`src/fault_flags_pkg.sv`:
```
// constants for the port fault status flag registers
package fault_flags_pkg;
    // register offsets
    localparam logic [7:0] PORT1_STATUS_OFFSET = 8'h03;
    localparam logic [7:0] PORT2_STATUS_OFFSET = 8'h04;
    // port 1 status field positions
    localparam int P1_ERROR_BIT      = 7;
    localparam int P1_BACKBIAS_BIT   = 1;
    localparam int P1_OVERCURR_BIT   = 0;
    // port 2 status field positions
    localparam int P2_ERROR_BIT      = 7;
    localparam int P2_DISCHARGE_BIT  = 6;
    localparam int P2_UNDERVOLT_BIT  = 5;
    localparam int P2_MINVOLT_BIT    = 4;
    localparam int P2_THERMAL_BIT    = 3;
    localparam int P2_BACKBIAS_BIT   = 1;
    localparam int P2_OVERCURR_BIT   = 0;
    // reset value of both status registers
    localparam logic [7:0] STATUS_RESET = 8'h00;
    // back-bias margin above source or device supply, in millivolts
    localparam int BACKBIAS_MARGIN_MV = 150;
    // controller state
    typedef enum logic {ST_ACTIVE, ST_ERROR} port_state_t;
endpackage

```
`src/sticky_fault_bit.sv`:
```
// one sticky fault flag, set by its condition, cleared by read or error clear
`timescale 1ns/1ps
`default_nettype none
module sticky_fault_bit (
    input  wire logic clk_sys,
    input  wire logic sys_rst,
    input  wire logic fault_cond,
    input  wire logic read_clear,
    input  wire logic error_clear,
    output logic      flag
);
    typedef struct packed {
        logic flag;
    } cell_state_t;

    cell_state_t state_reg;
    cell_state_t state_next;

    // a live condition holds or sets the flag, beating any clear
    always_comb
    begin
        state_next      = state_reg;
        state_next.flag = fault_cond | (state_reg.flag & ~read_clear & ~error_clear);
    end

    // state register
    always_ff @(posedge clk_sys or posedge sys_rst)
    begin
        if (sys_rst)
            state_reg <= '0;
        else
            state_reg <= state_next;
    end

    assign flag = state_reg.flag;
endmodule
`default_nettype wire

```
`src/port_fault_status_flags.sv`:
```
// port fault status flag registers, alert outputs and error state
`timescale 1ns/1ps
`default_nettype none
// Summary of operation
// - back-bias flag: bus above either supply plus 150 mV
// - overcurrent flag needs both current thresholds exceeded
// - read clears gone faults; error clear clears all but the thermal and live undervoltage flags
// - any port 1 flag asserts alert, enters error
// - alert pin independent of port 1 error flag
module port_fault_status_flags #(
    parameter int MV_W = 13,
    parameter int MA_W = 13
) (
    input  wire logic            clk_sys,
    input  wire logic            sys_rst,
    input  wire logic [7:0]      reg_addr,
    input  wire logic            reg_rd,
    input  wire logic            reg_wr,
    input  wire logic [7:0]      reg_wdata,
    output logic [7:0]           reg_rdata,
    input  wire logic [MV_W-1:0] port1_bus_mv,
    input  wire logic [MV_W-1:0] source_mv,
    input  wire logic [MV_W-1:0] device_mv,
    input  wire logic [MA_W-1:0] port1_current_ma,
    input  wire logic [MA_W-1:0] programmed_current_limit,
    input  wire logic [MA_W-1:0] secondary_min_current_threshold,
    input  wire logic            port2_discharge_cond,
    input  wire logic            source_undervoltage_flag,
    input  wire logic            port2_min_voltage_cond,
    input  wire logic            thermal_regulation_cond,
    input  wire logic            port2_backbias_cond,
    input  wire logic            port2_overcurrent_cond,
    output logic                 port1_alert_n,
    output logic                 port2_alert_n,
    output logic                 port1_error_flag,
    output logic                 port2_error_flag,
    output logic                 port1_in_error
);
    // refuse widths that cannot hold the back-bias margin or the current compares
    if (MV_W < 8 || MA_W < 4)
    begin
        $error("port_fault_status_flags: widths too small");
    end

    typedef struct packed {
        logic [7:0]                  rdata;
        logic                        p1_err;
        logic                        p2_err;
        fault_flags_pkg::port_state_t state;
    } top_state_t;

    top_state_t state_reg;
    top_state_t state_next;

    logic [MV_W:0] margin;
    logic          backbias_cond;
    logic          overcurrent_cond;
    logic          p1_rd;
    logic          p2_rd;
    logic          p1_wr;
    logic          p2_wr;
    logic          p1_err_clear;
    logic          p2_err_clear;
    logic          port1_backbias_flag;
    logic          port1_overcurrent_flag;
    logic          port2_discharge_fault;
    logic          port2_min_voltage_fault;
    logic          thermal_regulation_flag;
    logic          port2_backbias_flag;
    logic          port2_overcurrent_flag;
    logic [7:0]    p1_view;
    logic [7:0]    p2_view;
    logic          p1_any;
    logic          p2_any;

    assign margin = (MV_W+1)'(fault_flags_pkg::BACKBIAS_MARGIN_MV);

    // raw fault conditions of port 1
    assign backbias_cond = ({1'b0, port1_bus_mv} > ({1'b0, source_mv} + margin))
                         | ({1'b0, port1_bus_mv} > ({1'b0, device_mv} + margin));
    assign overcurrent_cond = (port1_current_ma > programmed_current_limit)
                            & (port1_current_ma > secondary_min_current_threshold);

    // register access decode
    assign p1_rd = reg_rd & (reg_addr == fault_flags_pkg::PORT1_STATUS_OFFSET);
    assign p2_rd = reg_rd & (reg_addr == fault_flags_pkg::PORT2_STATUS_OFFSET);
    assign p1_wr = reg_wr & (reg_addr == fault_flags_pkg::PORT1_STATUS_OFFSET);
    assign p2_wr = reg_wr & (reg_addr == fault_flags_pkg::PORT2_STATUS_OFFSET);
    assign p1_err_clear = p1_wr & ~reg_wdata[fault_flags_pkg::P1_ERROR_BIT];
    assign p2_err_clear = p2_wr & ~reg_wdata[fault_flags_pkg::P2_ERROR_BIT];

    // port 1 sticky flags
    sticky_fault_bit u_p1_backbias (
        .clk_sys     (clk_sys),
        .sys_rst     (sys_rst),
        .fault_cond  (backbias_cond),
        .read_clear  (p1_rd),
        .error_clear (p1_err_clear),
        .flag        (port1_backbias_flag)
    );
    sticky_fault_bit u_p1_overcurrent (
        .clk_sys     (clk_sys),
        .sys_rst     (sys_rst),
        .fault_cond  (overcurrent_cond),
        .read_clear  (p1_rd),
        .error_clear (p1_err_clear),
        .flag        (port1_overcurrent_flag)
    );

    // port 2 clear-on-read flags
    sticky_fault_bit u_p2_discharge (
        .clk_sys     (clk_sys),
        .sys_rst     (sys_rst),
        .fault_cond  (port2_discharge_cond),
        .read_clear  (p2_rd),
        .error_clear (p2_err_clear),
        .flag        (port2_discharge_fault)
    );
    sticky_fault_bit u_p2_minvolt (
        .clk_sys     (clk_sys),
        .sys_rst     (sys_rst),
        .fault_cond  (port2_min_voltage_cond),
        .read_clear  (p2_rd),
        .error_clear (p2_err_clear),
        .flag        (port2_min_voltage_fault)
    );
    sticky_fault_bit u_p2_thermal (
        .clk_sys     (clk_sys),
        .sys_rst     (sys_rst),
        .fault_cond  (thermal_regulation_cond),
        .read_clear  (p2_rd),
        .error_clear (1'b0),
        .flag        (thermal_regulation_flag)
    );
    sticky_fault_bit u_p2_backbias (
        .clk_sys     (clk_sys),
        .sys_rst     (sys_rst),
        .fault_cond  (port2_backbias_cond),
        .read_clear  (p2_rd),
        .error_clear (p2_err_clear),
        .flag        (port2_backbias_flag)
    );
    sticky_fault_bit u_p2_overcurrent (
        .clk_sys     (clk_sys),
        .sys_rst     (sys_rst),
        .fault_cond  (port2_overcurrent_cond),
        .read_clear  (p2_rd),
        .error_clear (p2_err_clear),
        .flag        (port2_overcurrent_flag)
    );

    // read views of both registers
    always_comb
    begin
        p1_view = fault_flags_pkg::STATUS_RESET;
        p1_view[fault_flags_pkg::P1_ERROR_BIT]    = state_reg.p1_err;
        p1_view[fault_flags_pkg::P1_BACKBIAS_BIT] = port1_backbias_flag;
        p1_view[fault_flags_pkg::P1_OVERCURR_BIT] = port1_overcurrent_flag;
        p2_view = fault_flags_pkg::STATUS_RESET;  // bit 2 stays zero
        p2_view[fault_flags_pkg::P2_ERROR_BIT]     = state_reg.p2_err;
        p2_view[fault_flags_pkg::P2_DISCHARGE_BIT] = port2_discharge_fault;
        p2_view[fault_flags_pkg::P2_UNDERVOLT_BIT] = source_undervoltage_flag;
        p2_view[fault_flags_pkg::P2_MINVOLT_BIT]   = port2_min_voltage_fault;
        p2_view[fault_flags_pkg::P2_THERMAL_BIT]   = thermal_regulation_flag;
        p2_view[fault_flags_pkg::P2_BACKBIAS_BIT]  = port2_backbias_flag;
        p2_view[fault_flags_pkg::P2_OVERCURR_BIT]  = port2_overcurrent_flag;
    end

    assign p1_any = backbias_cond | overcurrent_cond;
    assign p2_any = port2_discharge_cond | port2_min_voltage_cond
                  | port2_backbias_cond | port2_overcurrent_cond;

    // read data, error flags and error state; live faults beat a clearing write
    always_comb
    begin
        state_next = state_reg;
        if (p1_rd)
            state_next.rdata = p1_view;
        else if (p2_rd)
            state_next.rdata = p2_view;
        else if (reg_rd)
            state_next.rdata = 8'h00;
        if (p1_wr)
            state_next.p1_err = reg_wdata[fault_flags_pkg::P1_ERROR_BIT];
        if (p1_any)
            state_next.p1_err = 1'b1;
        if (p2_wr)
            state_next.p2_err = reg_wdata[fault_flags_pkg::P2_ERROR_BIT];
        if (p2_any)
            state_next.p2_err = 1'b1;
        case (state_reg.state)
            fault_flags_pkg::ST_ACTIVE:
                if (p1_any)
                    state_next.state = fault_flags_pkg::ST_ERROR;
            fault_flags_pkg::ST_ERROR:
                if (p1_err_clear && !p1_any)
                    state_next.state = fault_flags_pkg::ST_ACTIVE;
            default:
                state_next.state = fault_flags_pkg::ST_ACTIVE;
        endcase
    end

    // state register
    always_ff @(posedge clk_sys or posedge sys_rst)
    begin
        if (sys_rst)
        begin
            state_reg.rdata  <= fault_flags_pkg::STATUS_RESET;
            state_reg.p1_err <= 1'b0;
            state_reg.p2_err <= 1'b0;
            state_reg.state  <= fault_flags_pkg::ST_ACTIVE;
        end
        else
            state_reg <= state_next;
    end

    // outputs; alerts follow the flags except the thermal and undervoltage flags, not the error bits
    assign reg_rdata        = state_reg.rdata;
    assign port1_alert_n    = ~(port1_backbias_flag | port1_overcurrent_flag);
    assign port2_alert_n    = ~(port2_discharge_fault | port2_min_voltage_fault
                              | port2_backbias_flag | port2_overcurrent_flag);
    assign port1_error_flag = state_reg.p1_err;
    assign port2_error_flag = state_reg.p2_err;
    assign port1_in_error   = (state_reg.state == fault_flags_pkg::ST_ERROR);

    // checks
    a_backbias_sets_flag:
    assert property (@(posedge clk_sys) disable iff (sys_rst)
        backbias_cond |=> port1_backbias_flag)
        else $error("back-bias condition did not set flag");
    a_backbias_needs_cond:
    assert property (@(posedge clk_sys) disable iff (sys_rst)
        $rose(port1_backbias_flag) |-> $past(backbias_cond))
        else $error("back-bias flag rose without condition");
    a_overcurrent_both_limits:
    assert property (@(posedge clk_sys) disable iff (sys_rst)
        $rose(port1_overcurrent_flag) |-> $past(port1_current_ma > programmed_current_limit)
            && $past(port1_current_ma > secondary_min_current_threshold))
        else $error("overcurrent flag rose without both limits exceeded");
    a_read_clears_flags:
    assert property (@(posedge clk_sys) disable iff (sys_rst)
        p1_rd && !backbias_cond && !overcurrent_cond
            |=> !port1_backbias_flag && !port1_overcurrent_flag)
        else $error("read did not clear port 1 flags");
    a_error_clear_flags:
    assert property (@(posedge clk_sys) disable iff (sys_rst)
        p1_err_clear && !p1_any |=> !port1_backbias_flag && !port1_error_flag
            && !port1_in_error)
        else $error("error clear did not clear port 1 flags");
    a_flag_enters_error:
    assert property (@(posedge clk_sys) disable iff (sys_rst)
        (port1_backbias_flag || port1_overcurrent_flag)
            |-> !port1_alert_n && port1_in_error && port1_error_flag)
        else $error("port 1 flag without alert or error state");
    a_alert_releases:
    assert property (@(posedge clk_sys) disable iff (sys_rst)
        !port1_backbias_flag && !port1_overcurrent_flag |-> port1_alert_n)
        else $error("port 1 alert held without a flag");
    a_p2_reserved_zero:
    assert property (@(posedge clk_sys) disable iff (sys_rst)
        p2_rd |=> reg_rdata[2] == 1'b0
            && reg_rdata[fault_flags_pkg::P2_UNDERVOLT_BIT] == $past(source_undervoltage_flag))
        else $error("port 2 read shows bad reserved or undervoltage bit");
endmodule
`default_nettype wire

```
`config.mk`:
```
export PLATFORM = sky130hd
export DESIGN_NAME = port_fault_status_flags
export DESIGN_NICKNAME = d
export VERILOG_FILES = /design/src/fault_flags_pkg.sv /design/src/sticky_fault_bit.sv /design/src/port_fault_status_flags.sv
export SDC_FILE = /design/constraint.sdc
export NUM_CORES = 1
export LEC_CHECK = 0
export ABC_AREA = 0
export BUFFER_PORTS_ARGS = -buffer_cell sky130_fd_sc_hd__buf_2
export CAP_MARGIN = 20
export CORE_MARGIN = 1.5
export CORE_UTILIZATION = 47
export CTS_BUF_LIST = sky130_fd_sc_hd__clkbuf_4 sky130_fd_sc_hd__clkbuf_8 sky130_fd_sc_hd__clkbuf_16
export DETAILED_ROUTE_END_ITERATION = 10
export GPL_TIMING_DRIVEN = 0
export PLACE_DENSITY = 0.88
export RECOVER_POWER = 50
export SYNTH_ARGS = -nofsm -noshare
export SYNTH_HDL_FRONTEND = slang
export SYNTH_HIERARCHICAL = 1
export SYNTH_SLANG_ARGS = --single-unit
export TNS_END_PERCENT = 10
```
`constraint.sdc`:
```
create_clock -name clk_sys -period 0.95 [get_ports clk_sys]
set_input_delay 0.0475 -clock clk_sys [delete_from_list [all_inputs] [get_ports clk_sys]]
set_output_delay 0.0475 -clock clk_sys [all_outputs]
set_load 0.01 [all_outputs]
```
==> flow_summary_export.csv, run 1 <==
group,metric,value,unit
placed_design,hpwlAfterDp,5.43,mm
detailed_routing,drc,0,
timing,holdWs,0.0246,ns
power,vdd_drop_max,0.345,mV
floorplan,ioPinCount,117,
hold_path,hold_class,"in2reg",
timing,skew,0.00301,ns
synthesis,synthArstFlopShare,1.00,
floorplan,row_count,25,
critical_path,end_kind,"flop",
run_status,violations,"negative setup slack",
synthesis,syn_area_per_cell,8.01,sq um
critical_path,worstPathRequired,1.10,ns
clock_tree,cts_root_buf,"clkbuf_8",
final_layout,fill_cells,383,
detailed_routing,vias,2581,
synthesis,synth.lib_cells_used.distinct,41,
final_layout,num_antenna_cells,0,
timing,hold_violations,0,
clock_tree,numCtsBuffers,3,
detailed_routing,first_pass_iters,4,
timing,min_period,2.10,ns
global_route,grt_pass1_wl,10.5,mm
clock_tree,clk_pin_slew_worst_paths,0.06,ns
placed_design,post-place-ws,-1.73,ns
placed_design,place_area,3060,sq um
critical_path,setup.worst_path.start_class,"primary input",
placed_design,port_buffers,108,
run,max_cap_violations,0,
detailed_routing,routedWlPerCell,13.2,um
power,p_leak,0.00177,uW
final_layout,fin_area,3370,sq um
floorplan,core_area,4820,sq um
global_route,grt_use_total,0.238,
synthesis,synth.cell_area,2400,sq um
final_layout,drive_above_1_share,0.361,
critical_path,ff2ff_path_depth,2,
detailed_routing,initialDrtViolationCount,76,
power,powerDensity,746,nW/um^2
floorplan,die_y,74.5,um
clock_tree,htreeDepth,1,
timing,worst_slack,-1.15,ns
timing,period_share,2.21,
clock_tree,clock_latency,0.25,ns
detailed_routing,final_antenna_net_count,0,
synthesis,ys_warn_count,6,
synthesis,ys_ff_latch,17,
floorplan,fp.dieW,74.5,um
timing,setup_violations,19,
global_route,antenna_found_initial,0,
synthesis,ys_seq_area_frac,0.177,
run_status,status,"finished with violations",
clock_tree,clock-sinks,17,
clock_tree,cts_max_path_buffers,2,
synthesis,synthCells,300,
hold_path,hold_path_depth,3,
critical_path,cp.arrival,2.25,ns
clock_tree,cts_tree,"built",
global_route,grt_pass1_vias,2572,
synthesis,synthFlopType,"dfrtp_1",
placed_design,place_congestion,0.825,
timing,drv_slew,0,
final_layout,layout.nets,583,
final_layout,final_util,0.701,
timing,fmax,477,MHz
critical_path,crit_type,"in2reg",
synthesis,synth_edf_count,0,
floorplan,start_util,0.499,
critical_path,critPathMaxFanout,3,
detailed_routing,via_per_inst,5.26,
final_layout,syn_to_final_growth,40.5,%
global_route,grt_max_degree,11,
global_route,overflow,0,
timing,grt_setup_unrepaired,"true",
detailed_routing,wl,6.50,mm
timing,fin_setup_tns,-8.31,ns
floorplan,die_area,5550,sq um
-- final cells by class --
cell class / count / area [sq um] / share of cell area
buffer: 2 / 11.3 / 0.00334
clock buffer: 3 / 41.3 / 0.0122
clock inverter: 1 / 5.00 / 0.00148
inverter: 48 / 200 / 0.0593
multi-input combinational: 234 / 1940 / 0.574
sequential: 17 / 425 / 0.126
tap: 67 / 83.8 / 0.0248
timing repair buffer: 119 / 672 / 0.199
-- worst max-delay path: stages --
cell,delay (ns)
buf_6,0.11
o21a_1,0.21
o21a_1,0.19
a21o_1,0.21
nand3_1,0.11
xor2_1,0.17
ha_1,0.27
nand4_1,0.12
o21ai_1,0.08
a211oi_2,0.20
o31ai_2,0.11
a21oi_2,0.21
inv_1,0.06
a21o_1,0.14
-- report_power, final --
group	leakage [uW]	switching [uW]	internal (uW)
registers	0.000183	7.54	738
logic	0.00157	647	598
clock network	0.0000255	236	291
total	0.00177	891	1630
-- placed cells by master (no fill, tap or decap), types with 3 or more instances in the layout --
master / synthesis / routed
a21o_1: 13 / 13
a21oi_1: 24 / 20
a21oi_2: 0 / 4
a22oi_1: 3 / 3
buf_2: 0 / 102
buf_4: 1 / 6
buf_6: 0 / 4
clkbuf_8: 0 / 3
dfrtp_1: 17 / 17
dlygate4sd3_1: 0 / 6
ha_1: 54 / 51
ha_4: 0 / 3
inv_1: 48 / 44
nand2_1: 16 / 14
nand2_2: 1 / 3
nand3_1: 18 / 17
nand4_1: 8 / 8
nor2_1: 21 / 21
nor2b_1: 5 / 3
o211ai_1: 5 / 5
o21a_1: 3 / 3
o21ai_0: 9 / 3
o21ai_1: 0 / 5
xnor2_1: 7 / 7
xor2_1: 13 / 12
-- timing repair --
item / in CTS / in global routing
setup endpoints to repair: 19 / 19
hold buffers: 6 / 0
endpoints found under the hold margin: 22 / 0
pin swaps: 22 / 22
setup buffers: 3 / 2
gates resized for setup: 25 / 20
-- cells by family (layout without fill, tap and decap cells) --
family / count (synthesis) / in the layout / share of synthesized area
fa+ha+maj: 54 / 54 / 0.281
other cells: 1 / 2 / 0.00156
mux: 2 / 2 / 0.00833
compound gates: 69 / 69 / 0.184
flops: 17 / 17 / 0.177
xor+xnor: 20 / 20 / 0.0729
simple gates: 87 / 87 / 0.195
buf+inv: 50 / 173 / 0.0797
-- flip-flops by register name, indices dropped and copies added (netlist names) --
name / cells
port1_in_error: 1
port1_error_flag: 1
u_p1_overcurrent/flag: 1
u_p2_minvolt/flag: 1
port2_error_flag: 1
u_p2_discharge/flag: 1
u_p2_overcurrent/flag: 1
reg_rdata: 7
u_p2_thermal/flag: 1
u_p1_backbias/flag: 1
u_p2_backbias/flag: 1
-- final timing paths --
| kind | startpoint | endpoint | slack [ns] |
|---|---|---|---|
| setup / recovery | source_mv[2] | u_p1_backbias/flag | -1.15 |
| hold / removal | port2_overcurrent_cond | port2_error_flag | 0.02 |
| setup reg to reg | u_p2_backbias/flag | reg_rdata[1] | 0.11 |
| hold reg to reg | u_p2_thermal/flag | u_p2_thermal/flag | 0.48 |
| max in group asynchronous | sys_rst | port2_error_flag | 0.23 |
| min in group asynchronous | sys_rst | u_p2_thermal/flag | 0.29 |
-- layer usage --
metal	vias up	routed length, um	global-route usage	part of all wire
met5	-	0	0	0
met4	0	53	0.0545	0.0082
met3	7	322	0.0298	0.050
met2	76	3600	0.492	0.55
li1	1307	-	-	-
met1	1191	2530	0.248	0.39
-- through the flow --
stage,power [uW],instances
final,2520,491
after global routing,2720,491
after CTS,2440,489
after detailed placement,1830,476
after global placement,1760,476
after floorplan,1390,301
-- Yosys cell counts, drive strengths merged (4+ instances only) --
| master | instances | area, sq um |
|---|---|---|
| ha | 54 | 676 |
| inv | 48 | 180 |
| a21oi | 24 | 120 |
| nor2 | 21 | 78.8 |
| nand3 | 18 | 90.1 |
| dfrtp | 17 | 425 |
| nand2 | 17 | 66.3 |
| a21o | 13 | 97.6 |
| xor2 | 13 | 114 |
| o21ai | 9 | 45.0 |
| nand4 | 8 | 50.1 |
| xnor2 | 7 | 61.3 |
| nor2b | 5 | 31.3 |
| o211ai | 5 | 37.5 |
| nor4 | 4 | 40.0 |
Note: power is estimated with default switching activity, not from simulation.
==> run 2: changes to the inputs <==
clock period = 2 ns   (was 0.95 ns; I/O delays follow)
==> run 2 against run 1 <==
Net effect: the flow still finishes with violations (negative setup slack); sequential share of layout area increased by 0.27 points; worst setup slack improved by 1.0 ns; first-iteration DRC count increased by 6.6%; power down 53%; critical endpoint unchanged; cell count fell by 1.0%; hold slack got worse by 0.00075 ns; cell area fell by 2.1%.
==> flow_summary_export.csv, run 2 (synthesized netlist as in run 1, its figures left out) <==
group,metric,value,unit
run_status,status,"finished with violations",
run_status,violations,"negative setup slack",
power,internal-power,764,uW
final_layout,fill_cells,404,
detailed_routing,vias,2555,
clock_tree,htreeDepth,1,
timing,period_share,1.07,
power,p_leak,0.00174,uW
timing,drv_slew,0,
timing,grt_setup_unrepaired,"true",
detailed_routing,final_antenna_net_count,0,
global_route,grt_pass1_vias,2535,
clock_tree,cts_max_path_buffers,2,
floorplan,fp.dieW,74.5,um
power,netSwitchingPower,424,uW
final_layout,ff_latch_area,425,sq um
final_layout,syn_to_final_growth,37.6,%
timing,worst_slack,-0.148,ns
critical_path,worstPathRequired,2.15,ns
clock_tree,cts_tree,"built",
critical_path,setup.worst_path.start_class,"primary input",
power,pwr-share-seq,0.299,
clock_tree,cts_root_buf,"clkbuf_8",
placed_design,hpwlAfterDp,5.43,mm
critical_path,path_buf_inv,2,
global_route,antenna_found_initial,0,
final_layout,fin_area,3300,sq um
floorplan,core_area,4820,sq um
detailed_routing,initialDrtViolationCount,81,
global_route,grt_pass1_wl,10.3,mm
detailed_routing,via_per_inst,5.26,
final_layout,multi_input_area,1930,sq um
final_layout,num_antenna_cells,0,
placed_design,place_area,3060,sq um
detailed_routing,first_pass_iters,4,
clock_tree,clk_pin_slew_worst_paths,0.07,ns
run,max_cap_violations,0,
critical_path,slowest_delay,0.27,ns
timing,holdWs,0.0238,ns
clock_tree,numCtsBuffers,3,
critical_path,crit_family,"compound AO/OA/AOI/OAI gates",
floorplan,start_util,0.499,
detailed_routing,routedWlPerCell,13.2,um
floorplan,ioPinCount,117,
critical_path,end_kind,"flop",
hold_path,hold_class,"in2reg",
floorplan,die_area,5550,sq um
final_layout,largest_reg_flops,7,
critical_path,critPathMaxFanout,3,
final_layout,layout_commonest_cell,"buf_2",
placed_design,port_buffers,108,
clock_tree,clock_latency,0.25,ns
global_route,grt_use_total,0.233,
timing,fmax,466,MHz
timing,fin_setup_tns,-0.336,ns
critical_path,slowest_stage,"ha_1",
final_layout,layout_common_cells,"99 x buf_2, 51 x ha_1, 44 x inv_1",
power,vdd_drop_max,0.169,mV
critical_path,cp.arrival,2.30,ns
global_route,overflow,0,
floorplan,row_count,25,
detailed_routing,drc,0,
floorplan,die_y,74.5,um
final_layout,drive_above_1_share,0.348,
clock_tree,clock-sinks,17,
global_route,grt_max_degree,11,
final_layout,layout.nets,578,
power,powerDensity,359,nW/um^2
timing,min_period,2.15,ns
power,pwr-share-comb,0.489,
timing,hold_violations,0,
critical_path,critical_path.cell_chain,"buf_6 -> o21a_1 -> o21a_1 -> a21o_1 -> nand3_1 -> xor2_1 -> ha_1 -> nand4_1 -> o21ai_1 -> a211oi_2 -> o31ai_2 -> a21oi_2 -> inv_1 -> a21o_1",
power,power.share.clock,0.213,
power,sw_frac_of_total,0.357,
critical_path,crit_type,"in2reg",
placed_design,place_congestion,0.825,
power,power,1190,uW
timing,setup_violations,3,
placed_design,post-place-ws,-0.736,ns
timing,skew,0.00543,ns
detailed_routing,wl,6.43,mm
## run 2: final timing paths
| path | slack [ns] | cells after the start | start | endpoint |
|---|---|---|---|---|
| min in group asynchronous | 0.32 | 3 | sys_rst | u_p2_thermal/flag |
| setup reg to reg | 1.18 | 2 | u_p2_overcurrent/flag | reg_rdata[0] |
| max in group asynchronous | 1.25 | 3 | sys_rst | port2_error_flag |
| setup / recovery | -0.15 | 14 | source_mv[2] | u_p1_backbias/flag |
| hold / removal | 0.02 | 2 | thermal_regulation_cond | u_p2_thermal/flag |
| hold reg to reg | 0.50 | 1 | u_p2_thermal/flag | u_p2_thermal/flag |
## run 2: through the flow
| stage | instances | util |
|---|---|---|
| final | 486 | 0.686 |
| after global routing | 486 | 0.686 |
| after CTS | 484 | 0.667 |
| after detailed placement | 476 | 0.635 |
| after global placement | 476 | 0.635 |
| after floorplan | 301 | - |
## run 2: power groups by stage
stage                     Clock, uW  Sequential, uW  Combinational (uW)
final                           253             355                 580
after global routing            271             355                 653
after CTS                       256             354                 543
after detailed placement          0             361                 508
after global placement            0             361                 477
after floorplan                   0             363                 298
## run 2: area by class of cell
| class | count | area share |
|---|---|---|
| multi-input cells | 234 | 0.583 |
| repair buffers | 114 | 0.185 |
| flip-flops and latches | 17 | 0.129 |
| inverters | 48 | 0.0606 |
| well taps | 67 | 0.0254 |
| clock buffers | 3 | 0.0125 |
| plain buffers | 2 | 0.00341 |
| clock inverters | 1 | 0.00151 |
## run 2: metal layers
layer / vias to the layer above / GRT usage / wire, um
li1: 1301 / - / -
met3: 7 / 0.0285 / 323
met5: - / 0 / 0
met1: 1175 / 0.244 / 2510
met4: 0 / 0.0525 / 53
met2: 72 / 0.483 / 3530
## run 2: what timing repair did
| action | CTS | global route |
|---|---|---|
| buffers inserted | 3 | 2 |
| gates resized for setup | 19 | 18 |
| setup endpoints to repair | 3 | 3 |
| pin swaps | 15 | 20 |
| endpoints found under the hold margin | 17 | 0 |
| hold buffers | 1 | 0 |
==> run 3: changes to the inputs <==
CORE_UTILIZATION = 30   (was 47)
PLACE_DENSITY = 0.63   (was 0.88)
TNS_END_PERCENT = unset   (was 10)
==> run 3 against run 2 <==
Net effect: the flow still finishes with violations (negative setup slack); wire length is 5.9% lower; cell count is 8.2% higher; register-to-register slack hardly changed; count of clock-buffer cells in the layout stayed put; clock skew is 0.0014 ns lower; power is 2.1% lower; critical path depth is 1 higher; global-route usage is 8.8 points lower; non-clock buffer count is 5 higher; worst setup slack worse by 0.057 ns.
==> flow_summary_export.csv, run 3 (synthesized netlist as in run 1, its figures left out) <==
group,metric,value,unit
detailed_routing,first_pass_iters,6,
timing,holdWs,0.0260,ns
floorplan,fp.dieW,92.5,um
detailed_routing,drc,0,
global_route,grt_use_total,0.145,
critical_path,ff2ff_setup_slack,1.17,ns
final_layout,syn_to_final_growth,38.1,%
final_layout,layout.nets,583,
detailed_routing,final_antenna_net_count,0,
global_route,grt_max_degree,11,
critical_path,regToRegEndpoint,"reg_rdata[1]",
floorplan,row_count,32,
critical_path,crit_type,"in2reg",
placed_design,place_area,3110,sq um
placed_design,port_buffers,108,
global_route,use_met1,0.186,
detailed_routing,initialDrtViolationCount,45,
clock_tree,clock_latency,0.25,ns
critical_path,setup.worst_path.start_class,"primary input",
hold_path,hold_start,"thermal_regulation_cond",
global_route,grt_pass1_vias,2452,
final_layout,fin_area,3320,sq um
timing,skew,0.00400,ns
hold_path,hold_class,"in2reg",
timing,fin_setup_tns,-0.449,ns
timing,drv_slew,0,
timing,min_period,2.20,ns
run_status,status,"finished with violations",
floorplan,core_area,7730,sq um
critical_path,startpoint,"device_mv[2]",
final_layout,largest_reg_flops,7,
detailed_routing,routedWlPerCell,11.5,um
run,max_cap_violations,0,
global_route,use_met2,0.252,
floorplan,start_util,0.311,
detailed_routing,via_per_inst,4.72,
detailed_routing,vias,2483,
placed_design,dp_cells,511,
final_layout,layout_commonest_cell,"buf_2",
global_route,grt_use_met3,0.0189,
clock_tree,numCtsBuffers,3,
critical_path,ff2ff_path_depth,2,
power,powerDensity,350,nW/um^2
timing,grt_setup_unrepaired,"true",
critical_path,r2r-start,"u_p2_backbias/flag",
floorplan,die_y,92.5,um
power,p_leak,0.00174,uW
power,vdd_drop_max,0.176,mV
global_route,grt_busiest_layer,"met2",
timing,worst_slack,-0.205,ns
critical_path,critPathMaxFanout,3,
final_layout,drive_above_1_share,0.333,
final_layout,num_antenna_cells,0,
global_route,grt_pass1_wl,10.4,mm
global_route,antenna_found_initial,0,
final_layout,finalNonFillerCells,526,
placed_design,place_congestion,0.778,
run_status,violations,"negative setup slack",
clock_tree,clk_pin_slew_worst_paths,0.06,ns
global_route,overflow,0,
clock_tree,cts_max_path_buffers,2,
clock_tree,clock-sinks,17,
timing,setup_violations,3,
hold_path,holdPathEnd,"u_p2_thermal/flag",
hold_path,hold_path_depth,2,
final_layout,layout_common_cells,"101 x buf_2, 52 x ha_1, 46 x inv_1",
critical_path,end_kind,"flop",
timing,period_share,1.10,
timing,fmax,454,MHz
clock_tree,htreeDepth,1,
timing,hold_violations,0,
critical_path,cp.arrival,2.34,ns
placed_design,hpwlAfterDp,5.26,mm
clock_tree,cts_tree,"built",
critical_path,worstPathRequired,2.14,ns
floorplan,ioPinCount,117,
clock_tree,cts_root_buf,"clkbuf_8",
floorplan,die_area,8550,sq um
detailed_routing,wl,6.05,mm
[run 3: worst max-delay path by stage]
stage / endpoint / slack [ns] / depth (start not counted)
floorplan: u_p1_backbias/flag / -0.17 / 15
global placement: u_p1_backbias/flag / -0.71 / 16
detailed placement: u_p1_backbias/flag / -0.72 / 16
CTS: u_p1_backbias/flag / -0.26 / 16
global route: u_p1_backbias/flag / -0.33 / 17
finish: u_p1_backbias/flag / -0.20 / 15
[run 3: where the power goes]
group | total [uW] | switching (uW) | internal (uW)
clock | 249 | 111 | 138
combinational | 559 | 285 | 274
sequential | 355 | 3.89 | 351
total | 1160 | 400 | 763
[run 3: critical path: stages]
cell,delay [ns]
buf_2,0.10
inv_1,0.10
ha_4,0.15
nor2b_2,0.04
o211ai_1,0.29
a21oi_1,0.13
xnor2_1,0.15
ha_1,0.31
a21oi_1,0.16
o21ai_1,0.09
a211oi_2,0.21
a221oi_2,0.09
a21oi_2,0.19
inv_1,0.06
a21o_1,0.15
[run 3: cell type report]
type	instances	area [sq um]
Sequential cell	17	425
Buffer	2	11.3
Timing Repair Buffer	119	636
Multi-Input combinational cell	234	1870
Clock buffer	3	41.3
Fill cell	797	4410
Tap cell	102	128
Clock inverter	1	5.00
Inverter	48	198
[run 3: routing by layer]
layer / up-vias / wire [um]
met2: 81 / 2770
met5: - / 0
met4: 0 / 78
li1: 1310 / -
met1: 1086 / 2770
met3: 6 / 426
[run 3: per-stage QoR]
stage	util	setup WS (ns)	power, uW
6_report	0.429	-0.205	1160
5_1_grt	0.429	-0.328	1280
4_1_cts	0.424	-0.262	1160
3_5_place_dp	0.402	-0.725	866
3_3_place_gp	0.402	-0.711	849
2_1_floorplan	-	-0.171	662
[run 3: what timing repair did]
item	4_1_cts	5_1_grt
hold buffers	1	0
hold endpoints to repair	17	0
resized for setup	15	5
pin swaps	24	17
endpoints found under the setup margin	3	3
buffers inserted	7	3
